==> src/fclc_pkg.sv <==
// package: register map, field positions and reset values for the config lock
package fclc_pkg;
  // register byte offsets on the wishbone slave
  localparam logic [3:0] FCLC_CFG_OFF = 4'h0;    // configuration word
  localparam logic [3:0] FCLC_CTL_OFF = 4'h4;    // sequence control
  localparam logic [3:0] FCLC_STAT_OFF = 4'h8;   // access decision status
  // field positions, msb-0 numbering mapped to lsb-0 bit index (31 - n)
  localparam int FCLC_LOCK_BIT = 31;             // printed bit 0
  localparam int FCLC_FIC_BIT = 28;              // printed bit 3
  localparam int FCLC_SRS_BIT = 27;              // printed bit 4
  localparam int FCLC_UAE_BIT = 26;              // printed bit 5
  localparam int FCLC_CEN_HI = 25;               // printed bits 6:7
  localparam int FCLC_CEN_LO = 24;
  localparam int FCLC_SUP_HI = 23;               // printed bits 8:15
  localparam int FCLC_SUP_LO = 16;
  localparam int FCLC_DAT_HI = 15;               // printed bits 16:23
  localparam int FCLC_DAT_LO = 8;
  localparam int FCLC_PRT_HI = 7;                // printed bits 24:31
  localparam int FCLC_PRT_LO = 0;
  // control register fields (lsb-0)
  localparam int FCLC_SES_BIT = 0;
  localparam int FCLC_PE_BIT = 1;
  // reset values
  localparam logic FCLC_LOCK_RST = 1'h1;
  localparam logic [7:0] FCLC_SUP_RST = 8'hFF;
  localparam logic [7:0] FCLC_DAT_RST = 8'h00;
  localparam logic [7:0] FCLC_PRT_RST = 8'hFF;
  // array geometry
  localparam int FCLC_BLOCKS = 8;
  localparam int FCLC_SHADOW_BYTES = 256;
  localparam int FCLC_SHADOW_AW = $clog2(FCLC_SHADOW_BYTES);
  // array access request and answer
  typedef struct packed {
    logic valid;      // one access request this cycle
    logic [2:0] blk;  // array block index
    logic user;       // user mode access
    logic instr;      // instruction fetch
  } fclc_req_t;
  typedef struct packed {
    logic grant;      // access reaches the array
    logic shadow;     // redirected to the shadow row
    logic data_err;   // data error exception
  } fclc_ans_t;
endpackage

==> src/fclc_top.sv <==
// module: configuration lock, censorship and block mapping for a flash array
//
// Decided for this implementation: the Wishbone slave port and the register addresses.
`timescale 1ns/1ps
// What this block does
// lock bit at 0 blocks writes to force censor, supervisor, data, protect
// once cleared, lock stays cleared until master reset outside debug
// lock bit writable in background debug mode when censor-clear flag is 0
// lock bit sits at bit 0, 1 means writable, resets to 1
// software clears protect bits before clearing the lock bit
// force censor bit at bit 3 sticks at 1 until hard reset
// force censor set means information censorship unless uncensored enable
// shadow select at bit 4 ignores writes while sequence on and not erase
// shadow select at 1 steers array accesses to the shadow row; the code redirects only accesses to block 0
// uncensored enable at bit 5 ignores writes when censor-clear is 1
// uncensored enable 0 permits censored access only in no-censor state
// censor state bits 6:7 reset from two non-volatile bits
// censor 00 cleared: access only uncensored mode or enable set
// censor 01 and 10 mean no censorship, all accesses allowed
// censor 11 information censorship: uncensored mode or enable only
// supervisor map bits 8:15, user access to mapped block is data error
// supervisor map writes ignored while locked or censor-clear set
// supervisor map bit 1 means supervisor only, resets to 1
// sequence starts on the write moving sequence flag from 0 to 1
// shadow row is 256 bytes in the lowest array block
// map index k is block k, index 0 at the field msb
module fclc_top
  import fclc_pkg::*;
(
  // clock and resets
  input wire logic clk_i,
  input wire logic rst_i,
  input wire logic hard_rst_i,
  input wire logic master_rst_i,
  // wishbone slave
  input wire logic cyc_i,
  input wire logic stb_i,
  input wire logic we_i,
  input wire logic [3:0] adr_i,
  input wire logic [3:0] sel_i,
  input wire logic [31:0] dat_i,
  output logic [31:0] dat_o,
  output logic ack_o,
  output logic err_o,
  // device state
  input wire logic [1:0] nvm_censor_i,
  input wire logic debug_mode_i,
  input wire logic uncensored_mode_i,
  input wire logic censor_clear_flag_i,
  // array access
  input fclc_req_t req_i,
  output fclc_ans_t ans_o,
  output logic [7:0] protect_o,
  output logic [7:0] data_space_o
);

  ////////////////////////////////////////////////////////////////////////////
  logic lock_q, fic_q, srs_q, uae_q, ack_q, err_q, ses_q, pe_q;
  logic [1:0] cen_q;
  logic [7:0] sup_q, dat_q, prt_q;
  logic [31:0] rd_q, cfg_w, wmask;
  fclc_ans_t ans_q;
  logic req_new, wr, wr_cfg, wr_ctl, censored_ok;

  // a request is answered once; ack drops the cycle after it was given
  assign req_new = cyc_i && stb_i && !ack_q && !err_q;
  assign wr = req_new && we_i;
  assign wr_cfg = wr && adr_i == FCLC_CFG_OFF;
  assign wr_ctl = wr && adr_i == FCLC_CTL_OFF;

  // byte enables expanded to a bit mask
  for (genvar b = 0; b < 4; b++) begin : g_mask
    assign wmask[b*8 +: 8] = {8{sel_i[b]}};
  end

  assign cfg_w = {lock_q, 2'h0, fic_q, srs_q, uae_q, cen_q, sup_q, dat_q,
                  prt_q};

  ////////////////////////////////////////////////////////////////////////////
  // bus answer: one cycle latency, unmapped offsets answer with err
  always_ff @(posedge clk_i) begin
    if (rst_i) begin
      ack_q <= 1'b0;
      err_q <= 1'b0;
      rd_q <= 32'h0;
    end else begin
      ack_q <= req_new && adr_i <= FCLC_STAT_OFF && adr_i[1:0] == 2'h0;
      err_q <= req_new && !(adr_i <= FCLC_STAT_OFF && adr_i[1:0] == 2'h0);
      if (req_new) begin
        unique case (adr_i)
          FCLC_CFG_OFF: rd_q <= cfg_w;
          FCLC_CTL_OFF: rd_q <= {30'h0, pe_q, ses_q};
          FCLC_STAT_OFF: rd_q <= {29'h0, ans_q};
          default: rd_q <= 32'h0;
        endcase
      end
    end
  end

  ////////////////////////////////////////////////////////////////////////////
  // lock bit: only a master reset restores it outside debug mode
  always_ff @(posedge clk_i) begin
    if (master_rst_i) begin
      lock_q <= FCLC_LOCK_RST;
    // debug mode write
    end else if (wr_cfg && sel_i[3] && debug_mode_i && !censor_clear_flag_i)
    begin
      lock_q <= dat_i[FCLC_LOCK_BIT];
    // clear only, no reset
    end else if (wr_cfg && sel_i[3] && !debug_mode_i) begin
      // one keeps fields writable
      lock_q <= lock_q & dat_i[FCLC_LOCK_BIT];
    end
  end

  // force censor sticks; a hard reset is the only way back to zero
  always_ff @(posedge clk_i) begin
    if (hard_rst_i) begin
      fic_q <= 1'b0;
    // sticky force censor
    end else if (wr_cfg && sel_i[3] && lock_q) begin
      // locked write ignored
      fic_q <= fic_q | dat_i[FCLC_FIC_BIT];
    end
  end

  // censor state is captured from the fuses at reset, never a constant
  always_ff @(posedge clk_i) begin
    // fuse reset value
    if (rst_i) begin
      cen_q <= nvm_censor_i;
    end
  end

  // shadow select and uncensored enable
  always_ff @(posedge clk_i) begin
    if (rst_i) begin
      srs_q <= 1'b0;
      uae_q <= 1'b0;
    end else if (wr_cfg && sel_i[3]) begin
      // sequence guard
      if (!(ses_q && !pe_q)) begin
        srs_q <= dat_i[FCLC_SRS_BIT];
      end
      // set only uncensored
      if (!censor_clear_flag_i &&
          (uncensored_mode_i || !dat_i[FCLC_UAE_BIT])) begin
        uae_q <= dat_i[FCLC_UAE_BIT];
      end
    end
  end

  // mapping, data space and protect fields share the lock gate
  always_ff @(posedge clk_i) begin
    if (rst_i) begin
      sup_q <= FCLC_SUP_RST;
      dat_q <= FCLC_DAT_RST;
      prt_q <= FCLC_PRT_RST;
    // locked field gate
    end else if (wr_cfg && lock_q && !censor_clear_flag_i) begin
      if (sel_i[2]) begin
        sup_q <= dat_i[FCLC_SUP_HI:FCLC_SUP_LO];
      end
      if (sel_i[1]) begin
        dat_q <= dat_i[FCLC_DAT_HI:FCLC_DAT_LO];
      end
      if (sel_i[0] && !ses_q) begin
        prt_q <= dat_i[FCLC_PRT_HI:FCLC_PRT_LO];
      end
    end
  end

  // sequence control; a 0 to 1 write of the enable flag begins a sequence
  always_ff @(posedge clk_i) begin
    if (rst_i) begin
      ses_q <= 1'b0;
      pe_q <= 1'b0;
    // sequence start write
    end else if (wr_ctl && sel_i[0]) begin
      ses_q <= dat_i[FCLC_SES_BIT];
      if (!ses_q) begin
        pe_q <= dat_i[FCLC_PE_BIT];
      end
    end
  end

  ////////////////////////////////////////////////////////////////////////////
  // censorship decision
  always_comb begin
    // censorship table
    if (uae_q || uncensored_mode_i) begin
      censored_ok = 1'b1;
    end else begin
      censored_ok = !fic_q && (cen_q[1] != cen_q[0]);
    end
  end

  // array answer registered; block k maps to field bit 7-k
  always_ff @(posedge clk_i) begin
    if (rst_i) begin
      ans_q <= '0;
    end else begin
      // supervisor map check
      ans_q.data_err <= req_i.valid && req_i.user && sup_q[3'h7 - req_i.blk];
      ans_q.grant <= req_i.valid && censored_ok &&
                     !(req_i.user && sup_q[3'h7 - req_i.blk]) &&
                     !(req_i.instr && dat_q[3'h7 - req_i.blk]);
      // shadow row in block 0
      ans_q.shadow <= req_i.valid && srs_q && req_i.blk == 3'h0;
    end
  end

  assign dat_o = rd_q;
  assign ack_o = ack_q;
  assign err_o = err_q;
  assign ans_o = ans_q;
  assign protect_o = prt_q;
  assign data_space_o = dat_q;

  ////////////////////////////////////////////////////////////////////////////
  // checks: each sticky bit is watched with the one reset that may undo it
  lock_sticky_a: assert property (
    @(posedge clk_i) disable iff (master_rst_i)
    !lock_q && !debug_mode_i |=> !lock_q)
    else $error("lock bit set again outside debug mode");
  lock_reset_a: assert property (
    @(posedge clk_i)
    master_rst_i |=> lock_q)
    else $error("lock bit not restored by master reset");
  lock_debug_a: assert property (
    @(posedge clk_i) disable iff (master_rst_i)
    wr_cfg && sel_i[3] && debug_mode_i && !censor_clear_flag_i
    |=> lock_q == $past(dat_i[31]))
    else $error("debug mode write to lock bit lost");
  fic_sticky_a: assert property (
    @(posedge clk_i) disable iff (hard_rst_i)
    fic_q |=> fic_q)
    else $error("force censor cleared without hard reset");
  fic_reset_a: assert property (
    @(posedge clk_i)
    hard_rst_i |=> !fic_q)
    else $error("force censor not cleared by hard reset");
  fic_locked_a: assert property (
    @(posedge clk_i) disable iff (hard_rst_i)
    !lock_q && !fic_q |=> !fic_q)
    else $error("force censor written while locked");
  sup_locked_a: assert property (
    @(posedge clk_i) disable iff (rst_i)
    (!lock_q || censor_clear_flag_i) |=> $stable(sup_q))
    else $error("supervisor map changed while locked");
  prt_locked_a: assert property (
    @(posedge clk_i) disable iff (rst_i)
    (!lock_q || censor_clear_flag_i) |=> $stable(prt_q) && $stable(dat_q))
    else $error("protect or data space changed while locked");
  // fields with write conditions of their own
  srs_guard_a: assert property (
    @(posedge clk_i) disable iff (rst_i)
    ses_q && !pe_q |=> $stable(srs_q))
    else $error("shadow select written during sequence");
  uae_guard_a: assert property (
    @(posedge clk_i) disable iff (rst_i)
    censor_clear_flag_i |=> $stable(uae_q))
    else $error("uncensored enable written under censor clear");
  uae_mode_a: assert property (
    @(posedge clk_i) disable iff (rst_i)
    !uncensored_mode_i |=> !$rose(uae_q))
    else $error("uncensored enable set outside uncensored mode");
  cen_fuse_a: assert property (
    @(posedge clk_i)
    rst_i |=> cen_q == $past(nvm_censor_i))
    else $error("censor state not taken from the fuses");
  pe_hold_a: assert property (
    @(posedge clk_i) disable iff (rst_i)
    ses_q |=> $stable(pe_q))
    else $error("program erase select changed inside a sequence");
  // array answer, one cycle after the request
  user_err_a: assert property (
    @(posedge clk_i) disable iff (rst_i)
    req_i.valid && req_i.user && sup_q[3'h7 - req_i.blk]
    |=> ans_o.data_err && !ans_o.grant)
    else $error("user access to supervisor block not refused");
  sup_open_a: assert property (
    @(posedge clk_i) disable iff (rst_i)
    req_i.valid && !sup_q[3'h7 - req_i.blk] |=> !ans_o.data_err)
    else $error("data error on an unrestricted block");
  censor_grant_a: assert property (
    @(posedge clk_i) disable iff (rst_i)
    req_i.valid && !uae_q && !uncensored_mode_i && cen_q[1] == cen_q[0]
    |=> !ans_o.grant)
    else $error("censored array access granted");
  fic_grant_a: assert property (
    @(posedge clk_i) disable iff (rst_i)
    req_i.valid && fic_q && !uae_q && !uncensored_mode_i |=> !ans_o.grant)
    else $error("access granted under forced censorship");
  open_grant_a: assert property (
    @(posedge clk_i) disable iff (rst_i)
    req_i.valid && !req_i.user && !req_i.instr && !fic_q &&
    cen_q[1] != cen_q[0] |=> ans_o.grant)
    else $error("access refused with no censorship");
  uae_grant_a: assert property (
    @(posedge clk_i) disable iff (rst_i)
    req_i.valid && !req_i.user && !req_i.instr && uae_q |=> ans_o.grant)
    else $error("access refused with uncensored enable set");
  shadow_on_a: assert property (
    @(posedge clk_i) disable iff (rst_i)
    req_i.valid && srs_q && req_i.blk == 3'h0 |=> ans_o.shadow)
    else $error("shadow row not selected");
  shadow_off_a: assert property (
    @(posedge clk_i) disable iff (rst_i)
    !srs_q |=> !ans_o.shadow)
    else $error("shadow row selected while disabled");
  // bus answer
  bus_ack_a: assert property ( // bus contract
    @(posedge clk_i) disable iff (rst_i)
    ack_o |=> !ack_o)
    else $error("ack held two cycles");
  // main scenarios reached
  lock_clear_c: cover property (@(posedge clk_i) $fell(lock_q));
  user_err_c: cover property (@(posedge clk_i) ans_o.data_err);
  shadow_c: cover property (@(posedge clk_i) ans_o.shadow);
  grant_c: cover property (@(posedge clk_i) ans_o.grant);
  seq_start_c: cover property (@(posedge clk_i) $rose(ses_q));
endmodule // fclc_top

==> config.mk <==
export PLATFORM = sky130hd
export DESIGN_NAME = fclc_top
export DESIGN_NICKNAME = d
export VERILOG_FILES = /design/src/fclc_pkg.sv /design/src/fclc_top.sv
export SDC_FILE = /design/constraint.sdc
export NUM_CORES = 1
export LEC_CHECK = 0
export BUFFER_PORTS_ARGS = -buffer_cell sky130_fd_sc_hd__buf_4
export CAP_MARGIN = 15
export CORE_MARGIN = 3
export CORE_UTILIZATION = 50
export CTS_CLUSTER_DIAMETER = 150
export CTS_CLUSTER_SIZE = 24
export DETAILED_ROUTE_END_ITERATION = 8
export GPL_ROUTABILITY_DRIVEN = 0
export PLACE_DENSITY = 0.85
export RECOVER_POWER = 50
export SETUP_SLACK_MARGIN = 0.15
export SYNTH_ARGS = -nofsm -noshare
export SYNTH_HDL_FRONTEND = slang
export SYNTH_SLANG_ARGS = --single-unit
==> constraint.sdc <==
create_clock -name clk_i -period 5.7 [get_ports clk_i]
set_clock_uncertainty 0.2 [all_clocks]
set_input_delay 0.285 -clock clk_i [delete_from_list [all_inputs] [get_ports clk_i]]
set_output_delay 0.285 -clock clk_i [all_outputs]
set_load 0.02 [all_outputs]
==> impl_metrics.env <==
export IMPL_clk_latency_ns=0.34
export IMPL_min_path_type="primary input to register"
export IMPL_detailed_route_wl_um=7570
export IMPL_worstSetupStartpoint="rst_i"
export IMPL_die_height_um=80.3
export IMPL_max_vdd_ir_drop_mv=0.181
export IMPL_crit_required_ns=5.72
export IMPL_count_of_endpoints_failing_setup_in_the_final_report=0
export IMPL_io_buffer_count=104
export IMPL_outcome="complete, but fails checks"
export IMPL_detailedRoute_firstPassIterationCount=4
export IMPL_final_setup_tns_ns=0
export IMPL_num_nets_final=480
export IMPL_ios=111
export IMPL_dpl_cell_count=463
export IMPL_synthesis_area_um2=2760
export IMPL_drc=0
export IMPL_cap_violations=1
export IMPL_die_w_um=80.3
export IMPL_start_kind="primary input"
export IMPL_layout_drive_gt1_share=0.190
export IMPL_post_drt_wl_per_cell_um=15.2
export IMPL_clock_path_buffers=2
export IMPL_grt_overflow_total=0
export IMPL_holdBufCountCts=18
export IMPL_layout_filler_cells=461
export IMPL_hold_path_startpoint="dat_i[4]"
export IMPL_failed_checks="capacitance limit, slew limit"
export IMPL_multiInputGateArea_um2=1260
export IMPL_drv_slew=75
export IMPL_tritoncts_num_buffers=9
export IMPL_max_freq_mhz=333
export IMPL_number_of_standard_cells_after_synthesis=310
export IMPL_crit_type="primary input to register"
export IMPL_setup_fix_buffers_added_after_clock_tree_synthesis=0
export IMPL_rsz0062_at_grt="no"
export IMPL_rows=26
export IMPL_timing_reg2reg_setup_slack_ns=3.05
export IMPL_seq_cells_post_synth=67
export IMPL_max_slew_margin=-1.05
export IMPL_critical_path_max_fanout=74
export IMPL_final_hold_violation_count=0
export IMPL_seq_area_um2=1360
export IMPL_cts_tree="yes"
export IMPL_endpoint_kind="register"
export IMPL_ys_warn_count=0
export IMPL_post_synth_cell_area_avg_um2=8.90
export IMPL_post_route_min_period_ns=3.00
export IMPL_viasPerCell=5.46
export IMPL_cp_arrival_ns=3.03
export IMPL_residual_antenna_violating_net_count_after_detailed_routing=0
export IMPL_clock_tree_htree_level_count=3
export IMPL_instance_area_at_placement_um2=3540
export IMPL_global_route_wire_length_before_repair_um=12100
export IMPL_synthToLayoutAreaGrowth_pct=34.8
export IMPL_place_detailed_hpwl_um=4880
export IMPL_synth_cell_type_count=38
export IMPL_grt_total_usage=0.242
export IMPL_grt_max_degree=75
export IMPL_finalCoreUtilization=0.714
export IMPL_core_area_um2=5200
export IMPL_clkSlewWorstSetupHoldPaths_ns=0.07
export IMPL_power_static_leakage_uw=0.00139
export IMPL_setup_slack_ns=2.70
export IMPL_cts_resized=0
export IMPL_place_ws_ns=3.30
export IMPL_floorplan_die_area_um2=6440
export IMPL_part_of_the_yosys_area_used_for_sequential_elements=0.494
export IMPL_start_util=0.530
export IMPL_vias=2714
export IMPL_finalCritPeriodShare=0.527
export IMPL_drt_iter0_drc=170
export IMPL_cts_root_buffer_cell="clkbuf_8"
export IMPL_post_layout_nonfiller_instances=497
export IMPL_numClockSinks=67
export IMPL_num_antenna_cells=0
export IMPL_number_of_global_route_vias_before_repair=2618
export IMPL_antenna_found_initial=0
export IMPL_timing_rr_start="err_o$_SDFF_PP0_"
export IMPL_finish_instance_area_um2=3720
export IMPL_power_density_nw_per_um2=257
export IMPL_max_slew_worst_pin_slew_ns=3.08
[power breakdown]
part / internal, uW / switching [uW]
clock network: 214 / 174
registers: 474 / 2.54
logic: 43.6 / 48.0
total: 731 / 224
[path summary, 6_finish.rpt]
path | endpoint | cells after the start
min | protect_o[4]$_SDFFE_PP1P_ | 3
min reg2reg | dat_o[3]$_SDFFE_PP0N_ | 2
max reg2reg | lock_q$_SDFFE_PP1P_ | 6
max | ans_o[1]$_SDFF_PP0_ | 3
[layout by cell type, fill, tap and decap left out, types with 2 or more instances in the layout]
cell type | netlist | layout
conb_1 | 1 | 2
buf_4 | 2 | 52
edfxtp_1 | 2 | 2
clkbuf_1 | 17 | 54
nor2b_1 | 3 | 3
inv_1 | 9 | 9
a22oi_1 | 2 | 2
a211oi_1 | 4 | 4
a21oi_1 | 46 | 46
nor4_4 | 3 | 3
clkbuf_4 | 0 | 2
nor2_1 | 31 | 31
a31oi_1 | 2 | 2
o2bb2ai_1 | 2 | 2
mux2_2 | 2 | 2
dfxtp_1 | 65 | 65
dlygate4sd3_1 | 0 | 18
nand2_1 | 30 | 30
nor4_1 | 2 | 2
clkbuf_8 | 0 | 10
o21ai_0 | 6 | 6
clkinvlp_4 | 0 | 2
nor3_1 | 15 | 14
mux4_2 | 3 | 3
mux2i_1 | 15 | 15
nand3_1 | 29 | 29
[per-stage QoR]
stage,power (uW),hold WS (ns)
finish,956,0.00894
floorplan,528,0.157
CTS,960,0.000267
global placement,569,0.240
detailed placement,570,0.246
global route,986,0.0207
[critical path, stage by stage]
cell and delay (ns):
clkbuf_1 2.13, nor2b_1 0.25, and4b_1 0.35
[cells by family (layout without fill, tap and decap cells)]
| kind of cell | Yosys count | count (layout) | synth area share |
|---|---|---|---|
| buffers and inverters | 33 | 149 | 0.0567 |
| XOR/XNOR | 1 | 1 | 0.00318 |
| other | 1 | 2 | 0.00136 |
| multiplexers | 20 | 20 | 0.0871 |
| AO/OA/AOI/OAI | 64 | 64 | 0.127 |
| flip-flops | 67 | 67 | 0.494 |
| AND/OR/NAND/NOR | 124 | 124 | 0.230 |
[synth_stat cells]
cell type	n	area share
or2_2	1	0.0023
buf_2	2	0.0036
edfxtp_1	2	0.022
a2111oi_0	1	0.0032
or4_4	1	0.0041
conb_1	1	0.0014
nand3_1	29	0.053
a22oi_1	2	0.0054
buf_4	2	0.0054
nor3_1	15	0.027
a21oi_1	46	0.083
nand2_1	30	0.041
o31ai_1	1	0.0027
a31oi_1	2	0.0045
buf_6	3	0.012
a211oi_1	4	0.011
o21ai_0	6	0.011
nor4_1	2	0.0045
and2_1	1	0.0023
nor2_1	31	0.042
inv_1	9	0.012
and3_1	1	0.0023
nand4bb_1	1	0.0041
dfxtp_1	65	0.47
nor4_4	3	0.023
nor3_2	1	0.0036
nand2b_1	1	0.0023
and4b_1	1	0.0036
mux2_2	2	0.0082
clkbuf_1	17	0.023
xnor2_1	1	0.0032
nand3b_1	1	0.0027
nor3b_1	1	0.0027
nand4b_1	1	0.0032
mux4_2	3	0.024
o2bb2ai_1	2	0.0064
mux2i_1	15	0.054
nor2b_1	3	0.0068
[area by class of cell]
type / count / area share
clock inverter: 4 / 0.0135
sequential: 67 / 0.366
clock buffer: 12 / 0.0390
multi-input combinational: 211 / 0.339
tap: 70 / 0.0236
timing repair buffer: 124 / 0.210
inverter: 9 / 0.00908
[registers in the layout (all words and copies together), names as in the netlist, 2 cells and up]
name and count:
ans_o 3, cen_q 2, dat_o 30, sup_q 8
protect_o 8, data_space_o 8
[metal layers]
metal / GRT usage / wire length [um] / vias up
met3: 0.0572 / 553 / 12
met4: 0.0946 / 119 / 0
met2: 0.423 / 3820 / 101
li1: - / - / 1303
met1: 0.285 / 3090 / 1298
met5: 0 / 0 / -
No activity file was read; power rests on OpenSTA's default activity.
